===== config.mk =====
export PLATFORM = sky130hd
export DESIGN_NAME = irt_resp
export DESIGN_NICKNAME = d
export VERILOG_FILES = /design/src/hdl/irt_pkg.sv /design/src/hdl/irt_resp.sv
export SDC_FILE = /design/constraint.sdc
export NUM_CORES = 1
export LEC_CHECK = 0
export BUFFER_PORTS_ARGS = -buffer_cell sky130_fd_sc_hd__buf_2
export CAP_MARGIN = 30
export CELL_PAD_IN_SITES_DETAIL_PLACEMENT = 1
export CELL_PAD_IN_SITES_GLOBAL_PLACEMENT = 1
export CORE_UTILIZATION = 35
export DETAILED_ROUTE_END_ITERATION = 6
export HOLD_SLACK_MARGIN = 0.06
export PLACE_DENSITY_LB_ADDON = 0.1
export SLEW_MARGIN = 40
export SYNTH_ARGS = -nofsm -noshare
export SYNTH_HDL_FRONTEND = slang
export SYNTH_SLANG_ARGS = --single-unit

===== constraint.sdc =====
create_clock -name MCLK -period 5.8 [get_ports MCLK]
set_input_delay 1.16 -clock MCLK [delete_from_list [all_inputs] [get_ports MCLK]]
set_output_delay 1.16 -clock MCLK [all_outputs]
set_load 0.02 [all_outputs]

===== src/hdl/irt_pkg.sv =====
`default_nettype none
package irt_pkg;
  // core clock rate, the only clock inside this block
  localparam int unsigned CLK_MHZ = 50;
  localparam int unsigned CLK_NS  = 1000 / CLK_MHZ;

  // ratios of the slower clocks to the core clock, in core cycles per cycle
  localparam int unsigned BUS_DIV = 2;
  localparam int unsigned PER_DIV = 2;

  // decision delays in half core cycles per source class
  localparam int unsigned HALF_NMI  = 1 + BUS_DIV + PER_DIV;
  localparam int unsigned HALF_IRQ  = 1 + 2 * BUS_DIV + 9 * PER_DIV;
  localparam int unsigned HALF_IRQS = 1 + 2 * BUS_DIV + 5 * PER_DIV;
  localparam int unsigned HALF_PORT_INTERRUPT = HALF_IRQS;
  localparam int unsigned HALF_PA   = 1 + 3 * PER_DIV;
  localparam int unsigned HALF_PB   = 1 + 6 * PER_DIV;

  // a least time rounds up to whole core cycles
  localparam logic [4:0] DEC_NMI  = 5'((HALF_NMI + 1) / 2);
  localparam logic [4:0] DEC_IRQ  = 5'((HALF_IRQ + 1) / 2);
  localparam logic [4:0] DEC_IRQS = 5'((HALF_IRQS + 1) / 2);
  localparam logic [4:0] DEC_PORT_INTERRUPT = 5'((HALF_PORT_INTERRUPT + 1) / 2);
  localparam logic [4:0] DEC_PA   = 5'((HALF_PA + 1) / 2);
  localparam logic [4:0] DEC_PB   = 5'((HALF_PB + 1) / 2);

  // save to handler fetch, and the longest instruction on a cache hit
  localparam logic [4:0] SAVE_CYC     = 5'h05;
  localparam logic [4:0] LONGEST_HIT  = 5'h07;
  localparam logic [31:0] HANDLER_OFS = 32'h00000600;
  localparam logic [3:0]  LVL_NMI     = 4'hF;

  localparam int unsigned NSRC = 5;
  localparam int unsigned S_NMI = 0;
  localparam int unsigned S_IRQ = 1;
  localparam int unsigned S_PORT_INTERRUPT = 2;
  localparam int unsigned S_PA = 3;
  localparam int unsigned S_PB = 4;

  typedef enum logic [3:0] {
    IRT_IDLE   = 4'h1,
    IRT_DECIDE = 4'h2,
    IRT_WAIT   = 4'h4,
    IRT_SAVE   = 4'h8
  } irt_state_e;
endpackage
`default_nettype wire


===== src/hdl/irt_resp.sv =====
`timescale 1ns/1ps
`default_nettype none
// What this block does
// - hold off handling while block flag set
// - nmi and external lines decision delays
// - timer group decision: half plus 1.5 peripheral
// - dma group decision: half plus three peripheral
// - wait for current instruction boundary
// - masking next instruction defers acceptance further
// - handler fetch five cycles after save
// - longest instruction is seven cycles plus memory
// - forward only if level above mask
// - handler address is vector base plus 0x600
module irt_resp (
  input  wire logic                 MCLK,
  input  wire logic                 SYS_RST,
  input  wire logic [irt_pkg::NSRC-1:0] REQ,
  input  wire logic [3:0]           LVL_IRQ,
  input  wire logic [3:0]           LVL_PORT_INTERRUPT,
  input  wire logic [3:0]           LVL_PA,
  input  wire logic [3:0]           LVL_PB,
  input  wire logic                 IRQ_SHORT,
  input  wire logic [3:0]           INTERRUPT_MASK_LEVEL,
  input  wire logic                 EXCEPTION_BLOCK_FLAG,
  input  wire logic                 INSN_END,
  input  wire logic                 NEXT_MASKS,
  input  wire logic [31:0]          VECTOR_BASE,
  output logic                      SAVE_CTX,
  output logic                      FETCH_START,
  output logic [31:0]               HANDLER_ADDR,
  output logic                      BUSY
);
  import irt_pkg::*;

  // pin requests cross in from other clocks: two flops before any use
  logic [NSRC-1:0] sync1_reg;
  logic [NSRC-1:0] sync2_reg;
  always_ff @(posedge MCLK or posedge SYS_RST) begin
    if (SYS_RST) begin
      sync1_reg <= '0;
      sync2_reg <= '0;
    end else begin
      sync1_reg <= REQ;
      sync2_reg <= sync1_reg;
    end
  end

  // per source levels; nmi always at the top level
  logic [3:0] lvl [NSRC];
  logic [4:0] dly [NSRC];
  always_comb begin
    lvl[S_NMI]  = LVL_NMI;
    lvl[S_IRQ]  = LVL_IRQ;
    lvl[S_PORT_INTERRUPT] = LVL_PORT_INTERRUPT;
    lvl[S_PA]   = LVL_PA;
    lvl[S_PB]   = LVL_PB;
    dly[S_NMI]  = DEC_NMI;
    dly[S_IRQ]  = IRQ_SHORT ? DEC_IRQS : DEC_IRQ;
    dly[S_PORT_INTERRUPT] = DEC_PORT_INTERRUPT;
    dly[S_PA]   = DEC_PA;
    dly[S_PB]   = DEC_PB;
  end

  // pick the highest pending level; lower index wins a tie
  logic [3:0] best_lvl;
  logic [2:0] best_idx;
  logic       any_req;
  always_comb begin
    best_lvl = 4'h0;
    best_idx = 3'h0;
    any_req  = 1'b0;
    for (int i = int'(NSRC) - 1; i >= 0; i--) begin
      if (sync2_reg[i] && (!any_req || lvl[i] >= best_lvl)) begin
        best_lvl = lvl[i];
        best_idx = 3'(i);
        any_req  = 1'b1;
      end
    end
  end
  // the nmi passes the mask for any mask value below 15, its own level
  logic passes;
  assign passes = any_req && (best_lvl > INTERRUPT_MASK_LEVEL);

  irt_state_e state_reg, state_next;
  logic [4:0] cnt_reg, cnt_next;
  logic [2:0] src_reg, src_next;
  logic       save_reg, save_next;
  logic       fetch_reg, fetch_next;
  logic [31:0] addr_reg, addr_next;
  logic       busy_reg, busy_next;

  // sequencing: decide, wait for boundary, save, then fetch
  always_comb begin
    state_next = state_reg;
    cnt_next   = cnt_reg;
    src_next   = src_reg;
    save_next  = 1'b0;
    fetch_next = 1'b0;
    addr_next  = addr_reg;
    unique case (state_reg)
      IRT_IDLE: begin
        if (passes) begin
          state_next = IRT_DECIDE;
          src_next   = best_idx;
          cnt_next   = dly[best_idx] - 5'h01;
        end
      end
      IRT_DECIDE: begin
        // a request that vanishes or gets masked is dropped, not latched
        if (!passes) begin
          state_next = IRT_IDLE;
        end else if (cnt_reg == 5'h00) begin
          state_next = IRT_WAIT;
        end else begin
          cnt_next = cnt_reg - 5'h01;
        end
      end
      IRT_WAIT: begin
        // accept only at a boundary, unblocked, and not deferred
        if (!passes) begin
          state_next = IRT_IDLE;
        end else if (INSN_END && !EXCEPTION_BLOCK_FLAG && !NEXT_MASKS) begin
          state_next = IRT_SAVE;
          save_next  = 1'b1;
          cnt_next   = SAVE_CYC - 5'h01;
          addr_next  = VECTOR_BASE + HANDLER_OFS;
        end
      end
      IRT_SAVE: begin
        if (cnt_reg == 5'h00) begin
          state_next = IRT_IDLE;
          fetch_next = 1'b1;
        end else begin
          cnt_next = cnt_reg - 5'h01;
        end
      end
      default: state_next = IRT_IDLE;
    endcase
    // busy tracks the next state so the pin lines up with the save and fetch pulses
    busy_next = (state_next != IRT_IDLE);
  end

  // register stage for the sequencer
  always_ff @(posedge MCLK or posedge SYS_RST) begin
    if (SYS_RST) begin
      state_reg <= IRT_IDLE;
      cnt_reg   <= 5'h00;
      src_reg   <= 3'h0;
      save_reg  <= 1'b0;
      fetch_reg <= 1'b0;
      addr_reg  <= 32'h00000000;
      busy_reg  <= 1'b0;
    end else begin
      state_reg <= state_next;
      cnt_reg   <= cnt_next;
      src_reg   <= src_next;
      save_reg  <= save_next;
      fetch_reg <= fetch_next;
      addr_reg  <= addr_next;
      busy_reg  <= busy_next;
    end
  end

  // every pin from its own flop; a decoded busy could glitch between states
  assign SAVE_CTX     = save_reg;
  assign FETCH_START  = fetch_reg;
  assign HANDLER_ADDR = addr_reg;
  assign BUSY         = busy_reg;

  // fetch follows the save pulse after exactly five cycles
  AST_SAVE_TO_FETCH: assert property (@(posedge MCLK) disable iff (SYS_RST)
    $rose(save_reg) |-> ##5 fetch_reg)
    else $error("fetch not five cycles after save");

  // no save while the block flag was set in the accepting cycle
  AST_BLOCK_HOLD: assert property (@(posedge MCLK) disable iff (SYS_RST)
    (state_reg == IRT_WAIT && EXCEPTION_BLOCK_FLAG) |=> !save_reg)
    else $error("save taken while blocked");

  // save only at an instruction boundary
  AST_BOUNDARY: assert property (@(posedge MCLK) disable iff (SYS_RST)
    save_reg |-> $past(INSN_END))
    else $error("save away from boundary");

  // deferral by a masking next instruction
  AST_DEFER: assert property (@(posedge MCLK) disable iff (SYS_RST)
    save_reg |-> !$past(NEXT_MASKS))
    else $error("save despite deferral");

  // a save needs a level above the mask
  AST_MASK: assert property (@(posedge MCLK) disable iff (SYS_RST)
    (state_reg == IRT_IDLE && any_req && best_lvl <= INTERRUPT_MASK_LEVEL) |=>
      state_reg == IRT_IDLE)
    else $error("masked request taken");

  // handler address formed from vector base
  AST_VECTOR: assert property (@(posedge MCLK) disable iff (SYS_RST)
    save_reg |-> addr_reg == $past(VECTOR_BASE) + HANDLER_OFS)
    else $error("handler address wrong");

  // nmi decision lasts its rounded delay before waiting
  AST_NMI_DELAY: assert property (@(posedge MCLK) disable iff (SYS_RST)
    (state_reg == IRT_WAIT && $past(state_reg) == IRT_DECIDE && src_reg == 3'(S_NMI)) |->
      ($past(state_reg, 3) == IRT_DECIDE && $past(state_reg, 4) == IRT_IDLE))
    else $error("nmi decision length wrong");

  // timer group decision spans four cycles; a dropped request never reaches wait
  AST_PA_DELAY: assert property (@(posedge MCLK) disable iff (SYS_RST)
    (state_reg == IRT_WAIT && $past(state_reg) == IRT_DECIDE && src_reg == 3'(S_PA)) |->
      ($past(state_reg, 4) == IRT_DECIDE && $past(state_reg, 5) == IRT_IDLE))
    else $error("timer group decision length wrong");

  // dma group decision spans seven cycles
  AST_PB_DELAY: assert property (@(posedge MCLK) disable iff (SYS_RST)
    (state_reg == IRT_WAIT && $past(state_reg) == IRT_DECIDE && src_reg == 3'(S_PB)) |->
      ($past(state_reg, 7) == IRT_DECIDE && $past(state_reg, 8) == IRT_IDLE))
    else $error("dma group decision length wrong");

  // the wait ends at an unblocked, undeferred boundary, however long the instruction is
  AST_LONGEST: assert property (@(posedge MCLK) disable iff (SYS_RST)
    (state_reg == IRT_WAIT && passes && INSN_END && !EXCEPTION_BLOCK_FLAG && !NEXT_MASKS)
      |=> save_reg)
    else $error("boundary passed without acceptance");
endmodule
`default_nettype wire


# Yosys cells after proc, flatten, opt, wreduce, memory -nomap -nowiden
# Cells that the tools add are included.
[classes]
n_addsub = 3
magnitude_cmp = 6
n_eq_ne = 9
n_mux = 37
bitwise_logic = 1
reduce_logical = 21
[op_table]
columns = ["operator", "n"]
rows = [
  ["$mux 4", 11],
  ["$mux 5", 7],
  ["$add 32x11->32 const B", 1],
  ["$pmux 5 s4", 1],
  ["$mux 3", 6],
  ["$pmux 4 s4", 1],
  ["$bmux 5 s3", 1],
  ["$ge 4x4->1", 3],
  ["$mux 1", 10],
  ["$sub 5x1->5 const B", 2],
  ["$ne 2x2->1 const B", 4],
  ["$logic_and 1x1->1", 7],
  ["$logic_not 1->1", 6],
  ["$logic_not 5->1", 1],
  ["$reduce_and 5->1", 1],
  ["$eq 4x1->1 const B", 1],
  ["$eq 4x2->1 const B", 1],
  ["$eq 4x3->1 const B", 1],
  ["$eq 4x4->1 const B", 1],
  ["$ge 4x4->1 const A", 1],
  ["$ge 4x4->1 const B", 1],
  ["$gt 4x4->1", 1],
  ["$logic_or 1x1->1", 4],
  ["$ne 4x1->1 const B", 1],
  ["3 further kinds", 3],
]
[word_totals]
ff_bits = 54
in_bits = 63

# Longest topological paths before layout
# Gate-level depths: netlist (run 1).
[depth]
ltp_word = 24
ltp_mapped = 28
ltp_nobuf = 27

# Least setup slack after synthesis (run 1)
# Ideal clock, no wire load.
[synth_timing]
path_type = "input-to-reg"
startpoint = "input port LVL_PB[0]"
endpoint = "register addr_reg[0] (netlist: HANDLER_ADDR[0])"
setup_time_ps = 128
arrival_time_ps = 6345
t_required_ps = 5672
setup_slack_ps = -672
path_stages = 25
path_buffers = 2
path_cell_list = "and2_2 > ha_1 > nor3b_1 > o21ai_2 > nand2_2 > mux2_2 > ha_1 > nor2b_1 > o21ai_1 > a211oi_1 > nor2b_1 > clkbuf_1 > mux2_2 > ha_1 > a21oi_1 > o21ai_2 > a31o_2 > a211o_1 > ha_1 > and4_1 > a21oi_2 > o211ai_2 > nor2_2 > buf_4 > mux2_1"
[synth_via]
elab_chain_cells = 20
elab_cells_between_ends = 27
classes_between = "5 x order compare; 9 x mux; 13 x reduce/logical"
[synth_rtl]
columns = ["element", "line", "rtl"]
rows = [
  ["start: declaration", "irt_resp.sv:21", "input wire logic [3:0] LVL_PB,"],
  ["$mux 4 (*)", "irt_resp.sv:73", "if (sync2_reg[i] && (!any_req || lvl[i] >= best_lvl)) begin"],
  ["$ge 4x4->1", "irt_resp.sv:73", ""],
  ["$logic_or 1x1->1", "irt_resp.sv:73", ""],
  ["$logic_and 1x1->1", "irt_resp.sv:73", ""],
  ["$mux 4 or $mux 1 (tied branches)", "irt_resp.sv:73", ""],
  ["$ge 4x4->1 or $logic_not 1->1 (tied branches)", "irt_resp.sv:73", ""],
  ["$logic_or 1x1->1", "irt_resp.sv:73", ""],
  ["$logic_and 1x1->1", "irt_resp.sv:73", ""],
  ["[4 not listed]", "--", ""],
  ["$mux 4 or $mux 1 (tied branches)", "irt_resp.sv:73", ""],
  ["$ge 4x4->1 or $logic_not 1->1 (tied branches)", "irt_resp.sv:73", ""],
  ["$logic_or 1x1->1", "irt_resp.sv:73", ""],
  ["$logic_and 1x1->1", "irt_resp.sv:73", ""],
  ["$mux 4", "irt_resp.sv:73", ""],
  ["$gt 4x4->1", "irt_resp.sv:82", "assign passes = any_req && (best_lvl > INTERRUPT_MASK_LEVEL);"],
  ["$logic_and 1x1->1 (*)", "irt_resp.sv:82", ""],
  ["$reduce_and 3->1 (no line) (*)", "--", ""],
  ["end signal: assignment", "irt_resp.sv:159", "addr_reg <= addr_next;"],
  ["end: declaration", "irt_resp.sv:89", "logic [31:0] addr_reg, addr_next;"],
]
# Mark *: on every way between the ends. The rest lies on a longest branch, timed or not.
# A chain may end at the register's enable or synchronous reset.

# Worst setup path in the final report (run 1)
[layout_timing]
startpoint = "input port LVL_PB[0]"
endpoint = "register addr_reg[1] (netlist: HANDLER_ADDR[1])"
# The elaborated chain is that of the path after synthesis.

==> results of run 1 <==
[cell families after synthesis]
family	Yosys count
mux	21
simple gates	114
flops	54
xor+xnor	23
fa+ha+maj	19
compound gates	80
buf+inv	33
[synth_stat cells, drive strengths merged (2+ instances only)]
| master | count | area (um^2) |
|---|---|---|
| xor2 | 10 | 87.6 |
| a31oi | 7 | 58.8 |
| mux2 | 16 | 184 |
| ha | 19 | 238 |
| nor2 | 50 | 190 |
| buf | 8 | 47.5 |
| o2111ai | 2 | 17.5 |
| clkbuf | 3 | 12.5 |
| nand3 | 10 | 55.1 |
| nand2 | 21 | 81.3 |
| o32ai | 2 | 36.3 |
| a211oi | 3 | 22.5 |
| nor3 | 8 | 56.3 |
| a21o | 2 | 15.0 |
| or3 | 2 | 12.5 |
| a211o | 3 | 26.3 |
| o31ai | 4 | 35.0 |
| xnor2 | 13 | 114 |
| nand4 | 5 | 31.3 |
| nor4 | 2 | 18.8 |
| mux2i | 5 | 50.1 |
| nor3b | 3 | 22.5 |
| a21oi | 30 | 154 |
| o21ai | 13 | 72.6 |
| nor2b | 4 | 25.0 |
| dfrtp | 53 | 1330 |
| o211ai | 3 | 32.5 |
| and4 | 2 | 17.5 |
| inv | 22 | 82.6 |
[area by class of cell]
cell class / count / area [um^2] / area share (%)
tap: 111 / 139 / 2.80
clock buffer: 5 / 68.8 / 1.39
inverter: 22 / 82.6 / 1.67
clock inverter: 3 / 21.3 / 0.430
sequential: 54 / 1350 / 27.3
multi-input combinational: 257 / 2310 / 46.6
timing repair buffer: 146 / 980 / 19.8
[per-layer routing]
metal / up-vias / wire (um) / GRT usage [%]
met5: - / 0 / 0
met3: 7 / 342 / 2.74
met4: 0 / 72 / 4.41
met2: 60 / 4820 / 33.1
li1: 1509 / - / -
met1: 1490 / 3850 / 23.1
[power groups by stage]
stage                     logic, uW  clock network [uW]  registers [uW]
after floorplan                 304                   0             483
after global placement          444                   0             485
after detailed placement        456                   0             485
after CTS                       498                 220             479
after global routing            600                 235             497
final                           550                 212             488
[stage by stage]
stage / setup TNS (ns) / worst slack (ns) / cell area, um^2
floorplan: -6.72 / -0.289 / 3570
global placement: -20.91 / -0.638 / 4390
detailed placement: -25.25 / -0.733 / 4390
CTS: -2.29 / -0.154 / 4650
global route: -11.60 / -0.345 / 4950
finish: -4.30 / -0.173 / 4950
[final timing paths]
path,start,to,slack [ns],depth (start not counted)
max in group asynchronous,SYS_RST,HANDLER_ADDR[31],4.31,3
min,sync1_reg[1],sync2_reg[1],0.36,0
max,LVL_PB[0],HANDLER_ADDR[1],-0.17,26
min in group asynchronous,SYS_RST,HANDLER_ADDR[2],1.03,3
max reg2reg,sync2_reg[4],HANDLER_ADDR[1],0.27,24
min reg2reg,sync1_reg[1],sync2_reg[1],0.36,0
[layout by cell type (no fill, tap or decap), types with 8 or more instances in the layout]
master	netlist	final
ha_1	19	11
ha_4	0	8
dfrtp_1	53	53
mux2_4	1	15
buf_4	3	37
nand3_1	9	9
inv_1	21	20
xnor2_1	13	13
nand2_1	20	13
buf_2	5	96
xor2_1	10	10
a21oi_2	1	23
nor2_1	49	38
[critical path, delay by kind of cell]
family / cells / cell delay [ns]
AND/OR/NAND/NOR: 7 / 0.93
adder cells (fa/ha/maj): 4 / 0.97
multiplexers: 3 / 0.97
AO/OA/AOI/OAI: 9 / 1.70
buffers and inverters: 3 / 0.39
[timing repair]
item                                    in CTS  in global routing
gates cloned                                 0                  2
setup buffers                               11                  6
gates resized for setup                     13                 52
pin swaps                                   12                 22
endpoints found under the setup margin      41                 42
==> impl_metrics.py, run 1 <==
metrics = {
    "synthesis": {
        "synthDistinctLibCells": 66,
        "synthCells": 344,
        "synth_fa_ha_area_share_pct": 7.17,
        "synth_area_per_cell_um2": 9.64,
        "synth_ff_type": "dfrtp_1",
        "synth_top_family_by_area": "simple AND/OR/NAND/NOR gates",
        "synthesis.nets": 426,
        "yosysWarnings": 0,
        "ys_seq_area_share_pct": 40.8,
        "syn_area_mm2": 0.00332,
        "synth-compound-area-share_pct": 17.2,
        "synthSimpleGateAreaFrac_pct": 17.4,
        "ys_async_sr_fraction_pct": 100,
        "synth_mux_area_share_pct": 7.06,
        "synth-seq-cells": 54,
        "synth_xor_area_share_pct": 6.08,
        "synth_edf_count": 0,
    },
    "clock_network": {
        "cts_sinks": 54,
        "cts_tree": "built",
        "postCtsHoldBufs": 0,
        "cts_root_buf": "clkbuf_8",
        "h-tree-depth": 2,
        "cts_buffer_depth": 2,
        "path_clk_slew_ns": 0.10,
        "insertion_delay_ns": 0.31,
        "numCtsBuffers": 5,
    },
    "global_route": {
        "grt_max_degree": 55,
        "antenna_found_initial": 0,
        "grt_pass1_wl_um": 14700,
        "grt_pass1_vias": 3069,
        "grt_usage_pct": 18.4,
        "grt_overflow": 0,
    },
    "finish": {
        "diodes": 0,
        "fin_util_pct": 53.9,
        "nets": 568,
        "largest_register_ffs": 32,
        "layoutNonFillerInstCount": 598,
        "drive_above_1_share_pct": 53.2,
        "syn_to_final_growth_pct": 49.4,
        "fillerInstances": 1051,
    },
    "sta": {
        "slew_headroom_pct": 50.9,
        "finalSetupViolations": 39,
        "max_freq_ghz": 0.167,
        "fin_skew_ns": 0.00865,
        "tightest_slew_ns": 0.731,
        "hold_ws_ns": 0.362,
        "rsz0062_at_grt": "true",
        "slew_viol_final": 0,
        "fin_crit_sh_pct": 103,
        "finalCriticalPeriod_ns": 5.97,
        "layout_setup_ws_ns": -0.173,
        "hold_viol_final": 0,
    },
    "power_and_ir_drop": {
        "seqPwrFrac_pct": 39.0,
        "power_uw": 1250,
        "p_sw_uw": 467,
        "power_density_mw_per_mm2": 252,
        "p_leak_uw": 0.00229,
        "clockPowerShare_pct": 17.0,
        "vdd_ir_drop_max_mv": 0.111,
        "switching_share_pct": 37.4,
        "internal_power_uw": 782,
        "comb_power_share_pct": 44.0,
    },
    "place": {
        "placed_cells": 574,
        "port_buffers": 97,
        "globalplace.congestion": 0.768,
        "place.detailed.hpwl_um": 6760,
    },
    "die": {
        "core_mm2": 0.00920,
        "die_w_um": 99.3,
        "ioPinCount": 98,
        "die_y_um": 99.3,
        "start_util_pct": 36.1,
        "dieArea_mm2": 0.00987,
        "rows": 35,
    },
    "route": {
        "viasPerCell": 5.13,
        "firstDrtPassIters": 4,
        "postRouteAntennaNets": 0,
        "wirelength_um": 9090,
        "dr_total_vias": 3066,
        "drtIter0Drc": 153,
        "remaining_drc_errors": 0,
        "wl_per_cell_um": 15.2,
    },
    "setup_path": {
        "crit_required_ns": 6.00,
        "cp_slowest_stage_delay_ns": 0.33,
        "worstSetupPathType": "input pin to flop",
        "cp.arrival_ns": 6.17,
        "critPathMostFrequentCell": "ha_4",
        "cp-end-kind": "flop",
        "crit_fanout": 8,
        "worstSetupStartpointType": "input pin",
        "slowest_stage": "mux2_4",
    },
    "run_status": {
        "violations": "setup timing",
        "status": "finished, violations left",
    },
    "min_path": {
        "hold_class": "flop to flop",
    },
    "job": {
        "maxCapViolCount": 0,
    },
}
Power figures use the tool's default switching activity.
==> run 2, diff against run 1 <==
--- a/config.mk
+++ b/config.mk
@@ -5,13 +5,14 @@
 export SDC_FILE = /design/constraint.sdc
 export NUM_CORES = 1
 export LEC_CHECK = 0
+export ABC_AREA = 1
 export BUFFER_PORTS_ARGS = -buffer_cell sky130_fd_sc_hd__buf_2
 export CAP_MARGIN = 30
 export CELL_PAD_IN_SITES_DETAIL_PLACEMENT = 1
 export CELL_PAD_IN_SITES_GLOBAL_PLACEMENT = 1
-export CORE_UTILIZATION = 35
+export CORE_UTILIZATION = 33
 export DETAILED_ROUTE_END_ITERATION = 6
-export HOLD_SLACK_MARGIN = 0.06
+export HOLD_SLACK_MARGIN = 0.1
 export PLACE_DENSITY_LB_ADDON = 0.1
 export SLEW_MARGIN = 40
 export SYNTH_ARGS = -nofsm -noshare
==> impl_metrics.py, run 2 <==
metrics = {
    "setup_path": {
        "worstSetupPathType": "input pin to flop",
        "cp-end-kind": "flop",
        "crit_fanout": 36,
        "cp_slowest_stage_delay_ns": 0.30,
        "crit_required_ns": 5.99,
        "slowest_stage": "ha_1",
        "cp.arrival_ns": 5.46,
        "r2r_cells": 37,
        "r2r_end": "HANDLER_ADDR[11]",
        "r2r_start": "sync2_reg[4]",
        "critPathMostFrequentCell": "nand2_1",
        "regToRegSetupSlack_ns": 0.93,
        "cp-startpoint": "LVL_PB[0]",
        "worstSetupStartpointType": "input pin",
    },
    "global_route": {
        "grt_usage_pct": 17.6,
        "grt_overflow": 0,
        "met2_usage_pct": 31.8,
        "grt_pass1_wl_um": 14200,
        "met1_usage_pct": 21.6,
        "use_met3_pct": 3.26,
        "antenna_found_initial": 0,
        "grt_max_degree": 55,
        "top_usage_layer": "met2",
        "grt_pass1_vias": 3106,
    },
    "finish": {
        "syn_to_final_growth_pct": 27.9,
        "fin_area_mm2": 0.00413,
        "nets": 600,
        "diodes": 0,
        "largest_register_ffs": 32,
        "drive_above_1_share_pct": 30.6,
        "fillerInstances": 1218,
        "final_cell_mix": "nand2_1, buf_2, dfrtp_1",
        "layout_commonest_cell": "nand2_1",
    },
    "die": {
        "rows": 35,
        "ioPinCount": 98,
        "core_mm2": 0.00937,
        "die_y_um": 101,
        "dieArea_mm2": 0.0102,
        "start_util_pct": 34.4,
        "die_w_um": 101,
    },
    "clock_network": {
        "cts_sinks": 54,
        "cts_tree": "built",
        "cts_root_buf": "clkbuf_8",
        "numCtsBuffers": 5,
        "h-tree-depth": 2,
        "path_clk_slew_ns": 0.10,
        "cts_buffer_depth": 2,
        "insertion_delay_ns": 0.32,
    },
    "synthesis": {
        "syn_area_mm2": 0.00323,
        "ys_seq_area_share_pct": 41.9,
        "synthDistinctLibCells": 35,
        "synthCells": 409,
        "synth_area_per_cell_um2": 7.89,
        "yosysTopAreaCellShare_pct": 41.1,
        "synthesis.nets": 491,
        "ys_async_sr_fraction_pct": 100,
        "synth_ff_type": "dfrtp_1",
        "yosysMostFrequentCell": "nand2_1",
        "synth_edf_count": 0,
        "yosysWarnings": 0,
        "synth-seq-cells": 54,
        "synth_top_area_cell": "dfrtp_1",
        "yosys-top-cells-area": "dfrtp_1, nand2_1, ha_1",
        "synth_common_cells": "nand2_1, inv_1, dfrtp_1",
    },
    "route": {
        "postRouteAntennaNets": 0,
        "dr_total_vias": 2981,
        "firstDrtPassIters": 4,
        "wirelength_um": 8450,
        "viasPerCell": 4.60,
        "drtIter0Drc": 62,
        "wl_per_cell_um": 13.0,
        "remaining_drc_errors": 0,
    },
    "power_and_ir_drop": {
        "p_sw_uw": 381,
        "power_uw": 1070,
        "power_density_mw_per_mm2": 259,
        "vdd_ir_drop_max_mv": 0.128,
        "clockPowerShare_pct": 24.9,
        "seqPwrFrac_pct": 40.4,
        "switching_share_pct": 35.6,
        "p_leak_uw": 0.00229,
        "internal_power_uw": 689,
        "comb_power_share_pct": 34.7,
    },
    "place": {
        "dp_slack_ns": -0.213,
        "placed_cell_area_mm2": 0.00392,
        "globalplace.congestion": 0.806,
        "port_buffers": 97,
        "place.detailed.hpwl_um": 6760,
    },
    "sta": {
        "max_freq_ghz": 0.190,
        "tightest_slew_ns": 0.708,
        "fin_skew_ns": 0.0118,
        "slew_viol_final": 0,
        "finalSetupViolations": 0,
        "slew_headroom_pct": 52.8,
        "hold_viol_final": 0,
        "layout_setup_ws_ns": 0.529,
        "hold_ws_ns": 0.359,
        "rsz0062_at_grt": "false",
        "finalCriticalPeriod_ns": 5.27,
        "fin_crit_sh_pct": 90.9,
    },
    "min_path": {
        "hold_end": "sync2_reg[2]",
        "whs_path_depth": 0,
        "worstHoldStart": "sync1_reg[2]",
        "hold_class": "flop to flop",
    },
    "run_status": {
        "status": "finished clean",
    },
    "job": {
        "maxCapViolCount": 0,
    },
}
run 2: cell types whose count changed after synthesis, sizes merged, moves of 8 or more:
cell	change
nand2	+123
inv	+36
nor2	-26
o21ai	+18
a21oi	-16
mux2	-16
buf	-8
run 2: area by class of cell:
cell class	count	area, um^2	area share (%)
multi-input combinational	293	1710	41.4
sequential	54	1350	32.8
timing repair buffer	106	566	13.7
inverter	58	220	5.34
tap	129	161	3.91
clock buffer	5	68.8	1.67
clock inverter	3	47.5	1.15
run 2: how the worst max path moves through the flow:
stage | cells after the start | to | slack, ns
global route | 40 | BUSY | 0.02
global placement | 41 | cnt_reg[2] | -0.01
floorplan | 38 | HANDLER_ADDR[27] | 0.51
detailed placement | 41 | cnt_reg[2] | -0.21
finish | 40 | HANDLER_ADDR[11] | 0.53
CTS | 41 | cnt_reg[2] | 0.09
run 2: layer usage:
metal  up-vias  part of all wire, %
met4         0                 0.85
met3         6                  4.9
li1       1521                    -
met5         -                    0
met2        58                   49
met1      1396                   45
run 2: logic make-up after synthesis:
family / after synthesis / share of synthesized area, %
xor gates and xnor gates: 18 / 4.89
DFF: 54 / 41.9
buffers and inverters: 64 / 7.45
adders and majority gates: 19 / 7.37
and+or+nand+nor: 199 / 28.6
AOI/OAI and AO/OA: 55 / 9.74
run 2: metrics by stage:
step                      TNS [ns]  cells  utilization, %
after global routing             0    648            44.0
after floorplan                  0    409               -
after CTS                        0    644            43.0
final                            0    648            44.0
after detailed placement     -2.18    636            41.8
after global placement     -0.0130    636            41.8
run 2: power by group through the flow:
stage | Sequential [uW] | Combinational (uW) | Clock [uW]
after floorplan | 443 | 220 | 0
after global placement | 438 | 324 | 0
after detailed placement | 439 | 335 | 0
after CTS | 432 | 338 | 279
after global routing | 438 | 426 | 287
final | 432 | 371 | 267
run 2: what timing repair did:
action                     in CTS  in global routing
gates resized for setup         0                 35
setup endpoints to repair       0                 41
setup buffers                   0                  2
hold buffers                    0                  0
run 2: worst max-delay path: cells and delay by family:
kind                     cells  cell delay (ns)
adder cells (fa/ha/maj)      4             1.09
AO/OA/AOI/OAI                6             0.63
AND/OR/NAND/NOR             22             1.94
buffers and inverters        8             0.61
==> run 3, diff against run 2 <==
--- a/config.mk
+++ b/config.mk
@@ -10,7 +10,7 @@
 export CAP_MARGIN = 30
 export CELL_PAD_IN_SITES_DETAIL_PLACEMENT = 1
 export CELL_PAD_IN_SITES_GLOBAL_PLACEMENT = 1
-export CORE_UTILIZATION = 33
+export CORE_UTILIZATION = 40
 export DETAILED_ROUTE_END_ITERATION = 6
 export HOLD_SLACK_MARGIN = 0.1
 export PLACE_DENSITY_LB_ADDON = 0.1
==> constraint.sdc (replaced) <==
create_clock -name MCLK -period 6.58 [get_ports MCLK]
set_input_delay 1.316 -clock MCLK [delete_from_list [all_inputs] [get_ports MCLK]]
set_output_delay 1.316 -clock MCLK [all_outputs]
set_load 0.02 [all_outputs]
==> impl_metrics.py, run 3 (synthesized netlist as in run 2, its figures left out) <==
metrics = {
    "clock_network": {
        "post_cts.repair.setup_buffers": 0,
        "path_clk_slew_ns": 0.10,
        "postCtsHoldBufs": 0,
        "numCtsBuffers": 5,
        "insertion_delay_ns": 0.31,
        "cts_resized": 0,
        "cts_root_buf": "clkbuf_8",
        "cts_sinks": 54,
        "cts_buffer_depth": 2,
        "h-tree-depth": 2,
        "cts_tree": "built",
    },
    "sta": {
        "slew_headroom_pct": 53.8,
        "rsz0062_at_grt": "false",
        "fin_skew_ns": 0.0131,
        "hold_ws_ns": 0.356,
        "hold_viol_final": 0,
        "finalCriticalPeriod_ns": 5.97,
        "finalSetupViolations": 0,
        "tns_ns": 0,
        "tightest_slew_ns": 0.694,
        "max_freq_ghz": 0.168,
        "fin_crit_sh_pct": 90.7,
        "slew_viol_final": 0,
    },
    "place": {
        "placed_cells": 605,
        "place.detailed.hpwl_um": 6570,
        "globalplace.congestion": 0.888,
        "port_buffers": 97,
    },
    "min_path": {
        "hold_class": "flop to flop",
    },
    "global_route": {
        "grt_usage_pct": 20.5,
        "grt_pass1_wl_um": 13900,
        "grt_pass1_vias": 3022,
        "antenna_found_initial": 0,
        "grt_overflow": 0,
        "grt_max_degree": 55,
    },
    "finish": {
        "syn_to_final_growth_pct": 21.8,
        "layout_commonest_cell": "nand2_1",
        "final_cell_mix": "nand2_1, buf_2, dfrtp_1, inv_1, o21ai_0",
        "nets": 592,
        "diodes": 0,
        "layoutNonFillerInstCount": 613,
        "fin_util_pct": 50.6,
        "fillerInstances": 1037,
        "largest_register_ffs": 32,
        "drive_above_1_share_pct": 26.2,
    },
    "power_and_ir_drop": {
        "p_leak_uw": 0.00223,
        "power_density_mw_per_mm2": 218,
        "vdd_ir_drop_max_mv": 0.0827,
    },
    "setup_path": {
        "worstSetupPathType": "input pin to flop",
        "worstSetupStartpointType": "input pin",
        "cp_slowest_stage_delay_ns": 0.39,
        "critPathMostFrequentCell": "nand2_1",
        "slowest_stage": "buf_4",
        "crit_fanout": 44,
        "cp.arrival_ns": 6.14,
        "cp-end-kind": "flop",
        "crit_required_ns": 6.75,
    },
    "die": {
        "die_y_um": 91.8,
        "core_mm2": 0.00777,
        "start_util_pct": 41.5,
        "die_w_um": 91.8,
        "rows": 32,
        "dieArea_mm2": 0.00843,
        "ioPinCount": 98,
    },
    "route": {
        "wirelength_um": 8140,
        "firstDrtPassIters": 4,
        "remaining_drc_errors": 0,
        "dr_total_vias": 2995,
        "viasPerCell": 4.89,
        "drtIter0Drc": 120,
        "wl_per_cell_um": 13.3,
        "postRouteAntennaNets": 0,
    },
    "run_status": {
        "status": "finished clean",
    },
    "job": {
        "maxCapViolCount": 0,
    },
}
-- run 3: stage by stage --
| stage | setup WS, ns | total power, uW | cell area [um^2] |
|---|---|---|---|
| after CTS | 0.548 | 868 | 3930 |
| after global routing | 0.0361 | 919 | 3930 |
| after floorplan | 1.13 | 584 | 3230 |
| final | 0.614 | 855 | 3930 |
| after detailed placement | 0.232 | 670 | 3840 |
| after global placement | 0.481 | 657 | 3840 |
-- run 3: cell type report --
cell class,instances,area (um^2),share of cell area (%)
clock buffer,7,86.3,2.20
clock inverter,1,5.00,0.127
inverter,58,218,5.54
multi-input combinational,291,1630,41.5
sequential,54,1350,34.4
tap,102,128,3.25
timing repair buffer,100,508,12.9
-- run 3: per-layer routing --
metal / track usage (%) / vias up / wire, um
li1: - / 1501 / -
met1: 24.9 / 1428 / 3500
met2: 37.3 / 58 / 4170
met3: 3.73 / 8 / 366
met4: 5.34 / 0 / 104
met5: 0 / - / 0
-- run 3: path summary, 6_finish.rpt --
kind	from	end	slack, ns	cells after the start
worst max-delay path	LVL_PB[0]	HANDLER_ADDR[15]	0.61	38
worst min-delay path	sync1_reg[0]	sync2_reg[0]	0.36	0
worst max register to register	sync2_reg[4]	HANDLER_ADDR[15]	1.24	37
worst min register to register	sync1_reg[0]	sync2_reg[0]	0.36	0
max in group asynchronous	SYS_RST	HANDLER_ADDR[12]	4.92	3
min in group asynchronous	SYS_RST	cnt_reg[0]	1.18	3
-- run 3: power by group --
| part | internal (uW) | total [uW] | switching (uW) |
|---|---|---|---|
| Clock | 85.3 | 194 | 109 |
| Sequential | 363 | 380 | 17.4 |
| Combinational | 101 | 280 | 179 |
-- run 3: critical path, delay by kind of cell --
family | cells | cell delay (ns)
AOI/OAI and AO/OA | 7 | 1.17
buffers and inverters | 8 | 0.92
and+or+nand+nor | 19 | 1.56
adders and majority gates | 4 | 1.15
